===== src/shared/prhg_consts.svh =====
// constants for the random generator health gate
// assumes inclusion by the logic files only
`ifndef PRHG_CONSTS_SVH
`define PRHG_CONSTS_SVH
`define PRHG_OCTET_W 8
`define PRHG_STUCK_LIMIT 32
`define PRHG_WIN_LEN 1024
`define PRHG_ONES_LO 412
`define PRHG_ONES_HI 612
`define PRHG_WIN_W 11
`define PRHG_RUN_W 6
`define PRHG_BIT_W 3
`endif


===== src/shared/prhg_pkg.sv =====
// types for the random generator health gate
// assumes prhg_consts.svh is on the include path
package prhg_pkg;
	typedef enum logic [1:0] {
		PRHG_ST_STARTUP,
		PRHG_ST_RUN,
		PRHG_ST_FAIL
	} prhg_state_t;
endpackage : prhg_pkg


===== src/logic/prhg_stuck_det.sv =====
// total-failure detector: flags an over-long run of equal raw bits
// assumes raw bits arrive qualified by i_raw_vld, synchronous to i_clk
`timescale 1ns/1ps
`include "prhg_consts.svh"
module prhg_stuck_det import prhg_pkg::*; #(
	parameter int RUN_LIMIT = `PRHG_STUCK_LIMIT
) (
	// clock and reset
	input wire logic i_clk,
	input wire logic i_nrst,
	// raw stream
	input wire logic i_raw_vld,
	input wire logic i_raw_bit,
	// result
	output logic o_stuck
);
	logic [`PRHG_RUN_W-1:0] run_ff;
	logic last_ff;
	logic stuck_ff;

	// limit must fit the run counter, refused at elaboration
	if (RUN_LIMIT < 2 || RUN_LIMIT >= (1 << `PRHG_RUN_W)) begin : g_limit_range
		$error("prhg_stuck_det: RUN_LIMIT out of range");
	end

	always_ff @(posedge i_clk) begin
		if (!i_nrst) begin
			run_ff <= '0;
			last_ff <= 1'b0;
		end else if (i_raw_vld) begin
			last_ff <= i_raw_bit;
			if (run_ff == '0 || i_raw_bit != last_ff)
				run_ff <= `PRHG_RUN_W'(1);
			else if (run_ff != '1)
				run_ff <= run_ff + `PRHG_RUN_W'(1);
		end
	end

	// pulses one cycle after the bit that completes the run, registered
	always_ff @(posedge i_clk) begin
		if (!i_nrst)
			stuck_ff <= 1'b0;
		else
			stuck_ff <= i_raw_vld && run_ff != '0 && i_raw_bit == last_ff
				&& run_ff == `PRHG_RUN_W'(RUN_LIMIT - 1);
	end

	assign o_stuck = stuck_ff;
endmodule : prhg_stuck_det


===== src/logic/prhg_gate.sv =====
// health gate of a physical random generator: stuck test, windowed
// ones-count online test, octet packing and output blocking
// assumes an external entropy source and software reading octets
// How it works
// - A run-length stuck test watches the raw bits from the first one after start.
// - After a total failure no octet is ever presented at the output.
// - The octet being packed when the source dies is discarded, never released.
// - A ones-count test over each window runs at start-up and then forever.
// - Octets are blocked until the first window passes and after any defect.
// - The online test is continuous, each window is judged on its last bit.
// - Random data leaves as eight-bit octets with a valid/ready handshake.
// - Entropy per bit is the source's duty; the window bounds reject gross bias.
// - Software sees one pass line and one fail line of the test sequence.
`timescale 1ns/1ps
`include "prhg_consts.svh"
module prhg_gate import prhg_pkg::*; #(
	parameter int WIN_LEN = `PRHG_WIN_LEN,
	parameter int ONES_LO = `PRHG_ONES_LO,
	parameter int ONES_HI = `PRHG_ONES_HI,
	parameter int STUCK_LIMIT = `PRHG_STUCK_LIMIT
) (
	// clock and reset
	input wire logic i_clk,
	input wire logic i_nrst,
	// raw entropy source
	input wire logic i_raw_vld,
	input wire logic i_raw_bit,
	// octet output to software
	output logic o_oct_vld,
	input wire logic i_oct_rdy,
	output logic [`PRHG_OCTET_W-1:0] o_oct_data,
	// health result
	output logic o_pass,
	output logic o_fail
);
	prhg_state_t state_ff;
	logic stuck;
	logic [`PRHG_WIN_W-1:0] win_cnt_ff;
	logic [`PRHG_WIN_W-1:0] ones_ff;
	logic [`PRHG_WIN_W-1:0] ones_now;
	logic win_end;
	logic win_bad;
	logic [`PRHG_OCTET_W-1:0] shift_ff;
	logic [`PRHG_BIT_W-1:0] bit_cnt_ff;
	logic [`PRHG_OCTET_W-1:0] oct_ff;
	logic oct_vld_ff;
	logic pass_ff;
	logic fail_ff;
	logic win_fail;
	logic oct_kill;
	logic oct_load;
	wire logic [`PRHG_OCTET_W-1:0] nxt_shift;

	// parameter checks, refused at elaboration
	if (WIN_LEN < `PRHG_OCTET_W) begin : g_win_short
		$error("prhg_gate: WIN_LEN shorter than one octet");
	end
	if (WIN_LEN >= (1 << `PRHG_WIN_W)) begin : g_win_long
		$error("prhg_gate: WIN_LEN overflows the window counter");
	end
	if (ONES_LO < 0 || ONES_LO > ONES_HI) begin : g_ones_order
		$error("prhg_gate: ones bounds out of order");
	end
	if (ONES_HI > WIN_LEN) begin : g_ones_high
		$error("prhg_gate: upper ones bound beyond the window");
	end
	if (STUCK_LIMIT < 2 || STUCK_LIMIT >= (1 << `PRHG_RUN_W)) begin : g_stuck_range
		$error("prhg_gate: STUCK_LIMIT out of range");
	end

	prhg_stuck_det #(
		.RUN_LIMIT(STUCK_LIMIT)
	) u_stuck (
		.i_clk(i_clk),
		.i_nrst(i_nrst),
		.i_raw_vld(i_raw_vld),
		.i_raw_bit(i_raw_bit),
		.o_stuck(stuck)
	);

	// windowed ones count, continuous
	assign ones_now = ones_ff + `PRHG_WIN_W'(i_raw_bit);
	assign win_end = i_raw_vld && win_cnt_ff == `PRHG_WIN_W'(WIN_LEN - 1);
	assign win_bad = ones_now < `PRHG_WIN_W'(ONES_LO)
		|| ones_now > `PRHG_WIN_W'(ONES_HI);
	assign win_fail = win_end && win_bad;

	// bit position inside the current window
	always_ff @(posedge i_clk) begin
		if (!i_nrst || win_end)
			win_cnt_ff <= '0;
		else if (i_raw_vld)
			win_cnt_ff <= win_cnt_ff + `PRHG_WIN_W'(1);
	end

	// ones seen so far in the current window
	always_ff @(posedge i_clk) begin
		if (!i_nrst || win_end)
			ones_ff <= '0;
		else if (i_raw_vld)
			ones_ff <= ones_now;
	end

	// health state
	always_ff @(posedge i_clk) begin
		if (!i_nrst)
			state_ff <= PRHG_ST_STARTUP;
		else
			case (state_ff)
				PRHG_ST_STARTUP: begin
					if (stuck || (win_end && win_bad))
						state_ff <= PRHG_ST_FAIL;
					else if (win_end)
						state_ff <= PRHG_ST_RUN;
				end
				PRHG_ST_RUN: begin
					if (stuck || (win_end && win_bad))
						state_ff <= PRHG_ST_FAIL;
				end
				PRHG_ST_FAIL: state_ff <= PRHG_ST_FAIL;
				default: state_ff <= PRHG_ST_FAIL;
			endcase
	end

	// octet packing, partial octet dropped on stuck
	// bit 0 takes the newest raw bit, each higher bit its lower neighbour
	for (genvar b = 0; b < `PRHG_OCTET_W; b++) begin : g_shift
		if (b == 0) begin : g_head
			assign nxt_shift[b] = i_raw_bit;
		end else begin : g_tail
			assign nxt_shift[b] = shift_ff[b-1];
		end
	end

	always_ff @(posedge i_clk) begin
		if (!i_nrst || stuck)
			shift_ff <= '0;
		else if (i_raw_vld)
			shift_ff <= nxt_shift;
	end

	// position inside the octet being packed
	always_ff @(posedge i_clk) begin
		if (!i_nrst || stuck)
			bit_cnt_ff <= '0;
		else if (i_raw_vld)
			bit_cnt_ff <= bit_cnt_ff + `PRHG_BIT_W'(1);
	end

	// an octet dies with a stuck pulse, a failed state or a failing window
	assign oct_kill = stuck || state_ff == PRHG_ST_FAIL || win_fail;
	// the last bit of an octet loads it once the first window has passed
	assign oct_load = i_raw_vld && bit_cnt_ff == '1
		&& (state_ff == PRHG_ST_RUN || win_end);

	// output holding register, data
	always_ff @(posedge i_clk) begin
		if (!i_nrst || oct_kill)
			oct_ff <= '0;
		else if (oct_load)
			oct_ff <= nxt_shift;
	end

	// output holding register, valid; a new octet wins over a take
	always_ff @(posedge i_clk) begin
		if (!i_nrst || oct_kill)
			oct_vld_ff <= 1'h0;
		else if (oct_load)
			oct_vld_ff <= 1'h1;
		else if (i_oct_rdy)
			oct_vld_ff <= 1'h0;
	end

	// pass follows the run state, dropped at once by a stuck pulse
	always_ff @(posedge i_clk) begin
		if (!i_nrst)
			pass_ff <= 1'h0;
		else
			pass_ff <= state_ff == PRHG_ST_RUN && !stuck;
	end

	// fail rises with the stuck pulse so pass and fail hand over on one edge
	always_ff @(posedge i_clk) begin
		if (!i_nrst)
			fail_ff <= 1'h0;
		else
			fail_ff <= fail_ff || stuck || state_ff == PRHG_ST_FAIL;
	end

	assign o_oct_vld = oct_vld_ff && state_ff == PRHG_ST_RUN && !stuck;
	assign o_oct_data = oct_ff;
	assign o_pass = pass_ff;
	assign o_fail = fail_ff;
endmodule : prhg_gate


===== config.mk =====
export PLATFORM = sky130hd
export DESIGN_NAME = prhg_gate
export DESIGN_NICKNAME = d
export VERILOG_FILES = /design/src/shared/prhg_pkg.sv /design/src/logic/prhg_stuck_det.sv /design/src/logic/prhg_gate.sv
export VERILOG_INCLUDE_DIRS = /design/src /design/src/shared
export SDC_FILE = /design/constraint.sdc
export NUM_CORES = 1
export LEC_CHECK = 0
export BUFFER_PORTS_ARGS = -buffer_cell sky130_fd_sc_hd__buf_2
export CAP_MARGIN = 20
export CORE_ASPECT_RATIO = 1.75
export CORE_MARGIN = 4
export CORE_UTILIZATION = 45
export CTS_BUF_LIST = sky130_fd_sc_hd__clkbuf_16
export DETAILED_ROUTE_END_ITERATION = 8
export GPL_ROUTABILITY_DRIVEN = 0
export PLACE_DENSITY = 0.69
export SLEW_MARGIN = 20
export SYNTH_ARGS = -nofsm -noshare
export SYNTH_HDL_FRONTEND = slang
export SYNTH_SLANG_ARGS = --single-unit

===== constraint.sdc =====
create_clock -name i_clk -period 5.1 [get_ports i_clk]
set_clock_uncertainty 0.15 [all_clocks]
set_input_delay 0.765 -clock i_clk [delete_from_list [all_inputs] [get_ports i_clk]]
set_output_delay 0.765 -clock i_clk [all_outputs]
set_load 0.02 [all_outputs]

==> Word level (Yosys, flattened, before mapping) <==
Index checks and enable logic that the tools add are counted.
{ "totals": {"regBits": 53, "out_inout_bits": 11, "elab_cells": 66} }
{ "op_classes": {"addsub": 4, "order_cmp": 2, "eq_ne": 10, "n_mux": 8, "reduce_logical": 30} }
{ "op_table": {"columns": ["op", "n"], "rows": [
  ["$mux 6", 2],
  ["$add 11x1->11", 1],
  ["$add 11x1->11 const B", 1],
  ["$eq 11x10->1 const B", 1],
  ["$gt 11x10->1 const B", 1],
  ["$logic_or 1x1->1", 11],
  ["$lt 11x9->1 const B", 1],
  ["$logic_and 1x1->1", 10],
  ["$add 6x1->6 const B", 1],
  ["$eq 6x5->1 const B", 1],
  ["$logic_not 6->1", 1],
  ["$mux 2", 3],
  ["$ne 6x6->1 const B", 1],
  ["$reduce_bool 6->1", 1],
  ["$pmux 2 s2", 1],
  ["$reduce_and 2->1", 2],
  ["$reduce_bool 2->1", 2],
  ["$add 3x1->3 const B", 1],
  ["$eq 3x3->1 const B", 1],
  ["$ne 3x3->1 const B", 1],
  ["$eq 2x1->1 const B", 1],
  ["$eq 2x2->1 const B", 1],
  ["$logic_not 1->1", 2],
  ["$logic_not 2->1", 1],
  ["4 further kinds", 5]
]} }

==> Depth between registers and ports, before layout <==
Gate-level depths: netlist (run 1).
{ "logic_depth": {"word_depth": 7, "ltp_mapped": 9, "depth_no_buf": 8} }

==> Modules after synthesis <==
Synthesis (run 1) repeated with hierarchy kept, for this count alone.
{ "hier_totals": {"cells_unflattened": 286, "hier_area_um2": 2621.3} }
{ "modules_own_cells": {"columns": ["module", "instances", "cells_each", "area_each_um2", "seq_area_each_um2"], "rows": [
  ["prhg_gate", 1, 239, 2183.3, 900.9],
  ["prhg_stuck_det", 1, 47, 437.9, 160.2]
]} }

==> Worst setup path after synthesis (run 1) <==
OpenSTA, ideal clock, no wires.
{ "synth_path": {"path_kind": "input to register", "start": "input port i_raw_bit", "end": "register oct_vld_ff", "arrival_time_ps": 2659, "t_required_ps": 4804, "setup_slack_ps": 2145, "path_stages": 9, "path_buffers": 1, "cell_sequence": "ha_1 ha_1 nand3_2 nor2_1 mux2i_1 or4_1 a221oi_2 buf_6 a211oi_2"} }
{ "synth_via": {"elab_chain_cells": 6, "elab_cells_between_ends": 7} }
{ "synth_rtl": {"columns": ["element", "line", "source"], "rows": [
  ["from (decl)", "prhg_gate.sv:27", "input wire logic i_raw_bit,"],
  ["$add 11x1->11 *", "prhg_gate.sv:82", "assign ones_now = ones_ff + `PRHG_WIN_W'(i_raw_bit);"],
  ["$lt 11x9->1 / $gt 11x10->1 (equally long branches)", "prhg_gate.sv:84, prhg_gate.sv:85", null],
  ["$logic_or 1x1->1 *", "prhg_gate.sv:84", "assign win_bad = ones_now < `PRHG_WIN_W'(ONES_LO)"],
  ["$logic_and 1x1->1 *", "prhg_gate.sv:86", "assign win_fail = win_end && win_bad;"],
  ["$logic_or 1x1->1 *", "prhg_gate.sv:151", "assign oct_kill = stuck || state_ff == PRHG_ST_FAIL || win_fail;"],
  ["$logic_or 1x1->1 *", "prhg_gate.sv:166", "if (!i_nrst || oct_kill)"],
  ["to (signal assigned)", "prhg_gate.sv:167", "oct_vld_ff <= 1'h0;"],
  ["to (signal assigned)", "prhg_gate.sv:169", "oct_vld_ff <= 1'h1;"],
  ["to (signal assigned)", "prhg_gate.sv:171", "oct_vld_ff <= 1'h0;"],
  ["to (decl)", "prhg_gate.sv:46", "logic oct_vld_ff;"]
]} }
Mark *: on every way between the ends. The rest lies on a longest branch, timed or not.
A chain may end at the register's enable or synchronous reset.

==> Final worst setup path (run 1) <==
{ "layout_path": {"start": "input port i_raw_bit", "end": "register state_ff[1]"} }
{ "layout_via": {"elab_chain_cells": 7, "elab_cells_between_ends": 11} }
{ "layout_rtl": {"columns": ["element", "line", "source"], "rows": [
  ["$add 11x1->11 *", "prhg_gate.sv:82", null],
  ["$lt 11x9->1 / $gt 11x10->1 (equally long branches)", "prhg_gate.sv:84, prhg_gate.sv:85", null],
  ["$logic_or 1x1->1 *", "prhg_gate.sv:84", null],
  ["$logic_and 1x1->1 *", "prhg_gate.sv:111, prhg_gate.sv:117", null],
  ["$logic_or 1x1->1 *", "prhg_gate.sv:111, prhg_gate.sv:117", null],
  ["$mux 2 (tied with other cells)", "prhg_gate.sv:111", "if (stuck || (win_end && win_bad))"],
  ["$pmux 2 s2 / $reduce_and 2->1 (equally long branches)", null, null],
  ["to (signal assigned)", "prhg_gate.sv:112", "state_ff <= PRHG_ST_FAIL;"],
  ["to (signal assigned)", "prhg_gate.sv:114", "state_ff <= PRHG_ST_RUN;"],
  ["to (signal assigned)", "prhg_gate.sv:118", "state_ff <= PRHG_ST_FAIL;"],
  ["to (decl)", "prhg_gate.sv:36", "prhg_state_t state_ff;"]
]} }
Marks and branches as above.

==> out/metrics.cfg, run 1 <==
[cts]
cts-root-buf = clkbuf_16
post_cts_buffers = 0
hold_buffers = 0
clock_latency_ns = 0.29
clockBufferDepth = 2
cts_tree = done
clock-sinks = 53
cts_max_level = 2
cts.clk_slew.worst_paths_ns = 0.07
cts_buffers = 5
cts_resized = 0

[pwr]
finalPower_mw = 0.805
seqPwrFrac = 0.529
p_int_mw = 0.619
pwr-share-comb = 0.045
ir_drop_uv = 212
switching_power_mw = 0.186
power-per-cell-area_nw_per_um2 = 284
p_leak_nw = 1.16
swShare = 0.231
clkPwrFrac = 0.426

[worst_setup_path]
crit_top_cell = ha_1
slowest_stage = or4_1
crit_required_ns = 5.19
crit_path_cell_trace = buf_2 -> ha_1 -> ha_1 -> nand3_2 -> nor2_1 -> mux2i_1 -> or4_1 -> a221oi_2 -> buf_4 -> o31a_1
worstPathArrival_ns = 3.14
crit_buf_inv = 2
critPathTopFamily = simple AND/OR/NAND/NOR gates
max_stage_delay_ns = 0.43
crit_fanout = 11
crit_path_end_kind = register
start_kind = primary input
critPathKind = primary input to register

[grt]
grt_pass1_wl_mm = 8.63
antenna_found_initial = 0
grt_pass1_vias = 1955
globalRouteOverflowTotal = 0
grt.total_usage = 0.153
grt_max_degree = 29

[timing]
setup_viol = 0
rsz0062_at_grt = false
min_period_ns = 3.05
hold_violations = 0
relSlewSlack = 0.538
worstMarginPinSlew_ns = 0.691
setup_tns_ns = 0
post-route-period-util = 0.598
fmax_mhz = 328
slew_violations = 0

[floorplanning]
rows = 36
die_h_um = 108
initial_core_util = 0.463
dieArea_um2 = 7070
fp.dieW_um = 65.3
io_pins = 16
core_area_um2 = 5590

[drt]
drc = 0
via_per_inst = 5.36
wl_mm = 4.88
dr.pass1.iters = 4
first_iter_violations = 22
ant_nets = 0
vias = 1928
wl_per_cell_um = 13.5

[placed_design]
dpl.hpwl_mm = 3.44
io_buffers = 15

[yosys]
synth_fp_nets = 284
syn_area_per_cell_um2 = 9.51
synth_top_family_by_area = simple AND/OR/NAND/NOR gates
synthSimpleGateAreaFrac = 0.250
syn_inst = 272
ys.warnings.count = 0
synth.distinct_cells = 55
async_flop_share = 0
synth_edf_count = 0
yosys_most_used_dff = dfxtp_1
synth_mux_area_frac = 0.0774
ys_ff_latch = 53
synth_fa_ha_area_frac = 0.0338
synth_xor_xnor_area_share = 0.102
yosysSeqAreaShare = 0.410
synth_compound_area_frac = 0.0812
syn_area_um2 = 2590

[finish]
register_area_um2 = 1060
antenna_cells = 0
fin_nets = 295
fillers = 559
drive_above_1_share = 0.176
syn_to_final_growth_pct = 9.57
multi_input_area_um2 = 1410

[flow_run]
drv_cap = 0

[status]
outcome = finished clean

[worst_hold_path]
hp-class = register to register

-- logic make-up (layout without fill, tap and decap cells) --
kind of cell	after synthesis	count (layout)
fa+ha+maj	7	7
xor+xnor	30	30
simple gates	116	116
buf+inv	20	32
mux	20	20
compound gates	26	26
flops	53	53
-- synthesized netlist by cell type (2+ instances only) --
library cell | number | share of area
nand2b_1 | 2 | 0.0048
clkbuf_1 | 6 | 0.0087
mux2i_1 | 20 | 0.077
and2_1 | 2 | 0.0048
buf_6 | 4 | 0.017
inv_1 | 6 | 0.0087
ha_1 | 7 | 0.034
o31ai_1 | 2 | 0.0058
nand2_1 | 22 | 0.032
nor2_1 | 40 | 0.058
nand4_1 | 9 | 0.022
o21ai_0 | 3 | 0.0058
dfxtp_1 | 53 | 0.41
or4_1 | 2 | 0.0058
a21boi_0 | 2 | 0.0058
xnor2_1 | 11 | 0.037
a21oi_1 | 3 | 0.0058
a41oi_1 | 3 | 0.010
nand4b_1 | 2 | 0.0068
nand3_2 | 2 | 0.0077
nand3_1 | 5 | 0.0097
xor2_1 | 19 | 0.064
nor3_1 | 4 | 0.0077
and3_1 | 2 | 0.0048
and3_2 | 2 | 0.0058
nor3_2 | 8 | 0.031
o31a_1 | 2 | 0.0068
buf_1 | 2 | 0.0029
-- through the flow --
stage               utilization  cell area (µm²)  setup slack [ns]  hold WS [ns]  instances
floorplan                     -             2590              2.15         0.266        272
global placement          0.481             2680              1.86         0.274        352
detailed placement        0.481             2680              1.78         0.291        352
CTS                       0.508             2840              2.06         0.301        360
global route              0.508             2840              1.93         0.339        360
finish                    0.508             2840              2.05         0.301        360
-- layout make-up --
cell class,count,area share
Clock buffer,5,0.0441
Multi-Input combinational cell,199,0.496
Inverter,6,0.00794
Sequential cell,53,0.374
Tap cell,76,0.0335
Timing Repair Buffer,18,0.0344
Clock inverter,3,0.00927
-- placed cells by master, fill, tap and decap left out, types with 7 or more instances in the layout --
master and instances:
mux2i_1 20, nand4_1 9, nor2_1 40, xor2_1 19
dfxtp_1 53, nand2_1 22, nor3_2 8, xnor2_1 11
buf_2 15, ha_1 7
-- final timing paths --
| kind | endpoint | cells after the start | start | slack, ns |
|---|---|---|---|---|
| worst max-delay path | state_ff[1] | 10 | i_raw_bit | 2.05 |
| worst min-delay path | win_cnt_ff[10] | 2 | win_cnt_ff[10] | 0.30 |
| worst max register to register | state_ff[1] | 9 | ones_ff[0] | 2.32 |
| worst min register to register | win_cnt_ff[10] | 2 | win_cnt_ff[10] | 0.30 |
-- power by group through the flow --
stage          clock network (mW)  registers [mW]  logic (mW)
3_5_place_dp                    0           0.436      0.0364
3_3_place_gp                    0           0.436      0.0356
2_1_floorplan                   0           0.434      0.0290
6_report                    0.343           0.426      0.0363
4_1_cts                     0.351           0.426      0.0367
5_1_grt                     0.366           0.427      0.0419
-- registers in the layout, indices dropped and copies added, names as in the netlist --
signal and flops:
bit_cnt_ff 3, o_fail 1, o_oct_data 8, o_pass 1
oct_vld_ff 1, ones_ff 11, shift_ff 7, state_ff 2
u_stuck.last_ff 1, u_stuck.o_stuck 1, u_stuck.run_ff 6, win_cnt_ff 11
-- worst reg2reg max path: cells and delay by family, from the launching register on --
family	cells	cell delay, ns
flip-flops	1	0.35
adder cells (fa/ha/maj)	2	0.58
AND/OR/NAND/NOR	3	0.90
AO/OA/AOI/OAI	2	0.39
multiplexers	1	0.11
buffers and inverters	1	0.25
-- metal layers --
metal	track usage	part of all wire
met1	0.161	0.41
met2	0.278	0.53
met3	0.0343	0.029
met4	0.0757	0.029
met5	0	0
Power figures use the tool's default switching activity.
==> inputs of run 2 (changes only) <==
- PLACE_DENSITY: 0.69 -> 0.71
- clock period: 5.1 -> 2.71 ns (I/O delays scaled with it)
==> out/metrics.cfg, run 2 (synthesis results as in run 1) <==
[timing]
fin_ws_ns = 0.107
setup_tns_ns = 0
worstMarginPinSlew_ns = 0.690
post-route-period-util = 0.961
holdWs_ns = 0.245
hold_violations = 0
slew_violations = 0
fmax_mhz = 384
relSlewSlack = 0.539
min_period_ns = 2.60
setup_viol = 0

[grt]
grt_max_degree = 28
grt_pass1_wl_mm = 8.45
antenna_found_initial = 0
grt.total_usage = 0.151
globalRouteOverflowTotal = 0
grt_pass1_vias = 1908

[finish]
layout_commonest_cell = dfxtp_1
final_cells = 369
fin_nets = 305
final_core_util = 0.525
design_area_um2 = 2930
syn_to_final_growth_pct = 13.3
final_cell_mix = 53 x dfxtp_1, 39 x nor2_1, 22 x nand2_1, 20 x mux2i_1, 19 x xor2_1
drive_above_1_share = 0.208
fillers = 540
antenna_cells = 0

[cts]
cts_max_level = 2
clock_latency_ns = 0.29
cts-root-buf = clkbuf_16
cts.clk_slew.worst_paths_ns = 0.06
cts_resized = 0
hold_buffers = 0
clockBufferDepth = 2
cts_buffers = 5
post_cts_buffers = 0
cts_tree = done
clock-sinks = 53

[drt]
first_iter_violations = 38
via_per_inst = 5.24
dr.pass1.iters = 4
wl_mm = 4.97
vias = 1932
ant_nets = 0
wl_per_cell_um = 13.5
drc = 0

[worst_setup_path]
crit_fanout = 6
start_kind = register
crit_path_end_kind = register
critPathKind = register to register
rrSetupSlack_ns = 0.11
r2r_start = ones_ff[0]
crit_required_ns = 2.71
r2r_end = oct_vld_ff
r2r_cells = 8
worstPathArrival_ns = 2.61

[floorplanning]
dieArea_um2 = 7070
rows = 36
core_area_um2 = 5590
initial_core_util = 0.463
fp.dieW_um = 65.3
die_h_um = 108
io_pins = 16

[pwr]
p_leak_nw = 1.20
finalPower_mw = 1.48
power-per-cell-area_nw_per_um2 = 503
ir_drop_uv = 354

[worst_hold_path]
min_to = oct_vld_ff
whs_path_depth = 3
hp-start = i_oct_rdy
hp-class = primary input to register

[placed_design]
placed_area_um2 = 2740
dpl.hpwl_mm = 3.49
io_buffers = 15
pre_cts_ws_ns = -0.136
dp_cells = 360

[flow_run]
drv_cap = 0

[status]
outcome = finished clean

## run 2: area by class of cell
cell class | count | area [µm²] | share of cell area
inverter | 6 | 22.5 | 0.00768
multi-input combinational | 199 | 1440 | 0.490
tap | 76 | 95.1 | 0.0324
clock buffer | 5 | 125 | 0.0427
clock inverter | 2 | 11.3 | 0.00384
timing repair buffer | 28 | 180 | 0.0615
sequential | 53 | 1060 | 0.362
## run 2: worst max path at each step
| stage | startpoint | cells after the start | slack [ns] | end |
|---|---|---|---|---|
| after global routing | ones_ff[0] | 8 | -0.02 | oct_vld_ff |
| after floorplan | i_raw_bit | 9 | 0.11 | oct_vld_ff |
| after global placement | i_raw_bit | 10 | -0.03 | oct_vld_ff |
| after CTS | ones_ff[0] | 9 | 0.02 | oct_vld_ff |
| final | ones_ff[0] | 8 | 0.11 | oct_vld_ff |
| after detailed placement | i_raw_bit | 11 | -0.14 | oct_vld_ff |
## run 2: worst max-delay path: stages, from the launching register on
cell and delay [ns]:
dfxtp_1 0.34, ha_2 0.24, a21boi_0 0.13, o2111ai_2 0.25, a41oi_1 0.16, or4_1 0.60, a221oi_4 0.36, buf_6 0.19
a211oi_2 0.05
## run 2: metal layers
metal,global-route usage,routed length [µm],up-vias
met3,0.0239,109,13
li1,-,-,979
met2,0.287,2630,30
met5,0,0,-
met4,0.0772,169,0
met1,0.155,2070,910
## run 2: power by group
group          switching, mW  internal (mW)
clock                  0.266          0.334
sequential            0.0115          0.791
combinational         0.0437         0.0295
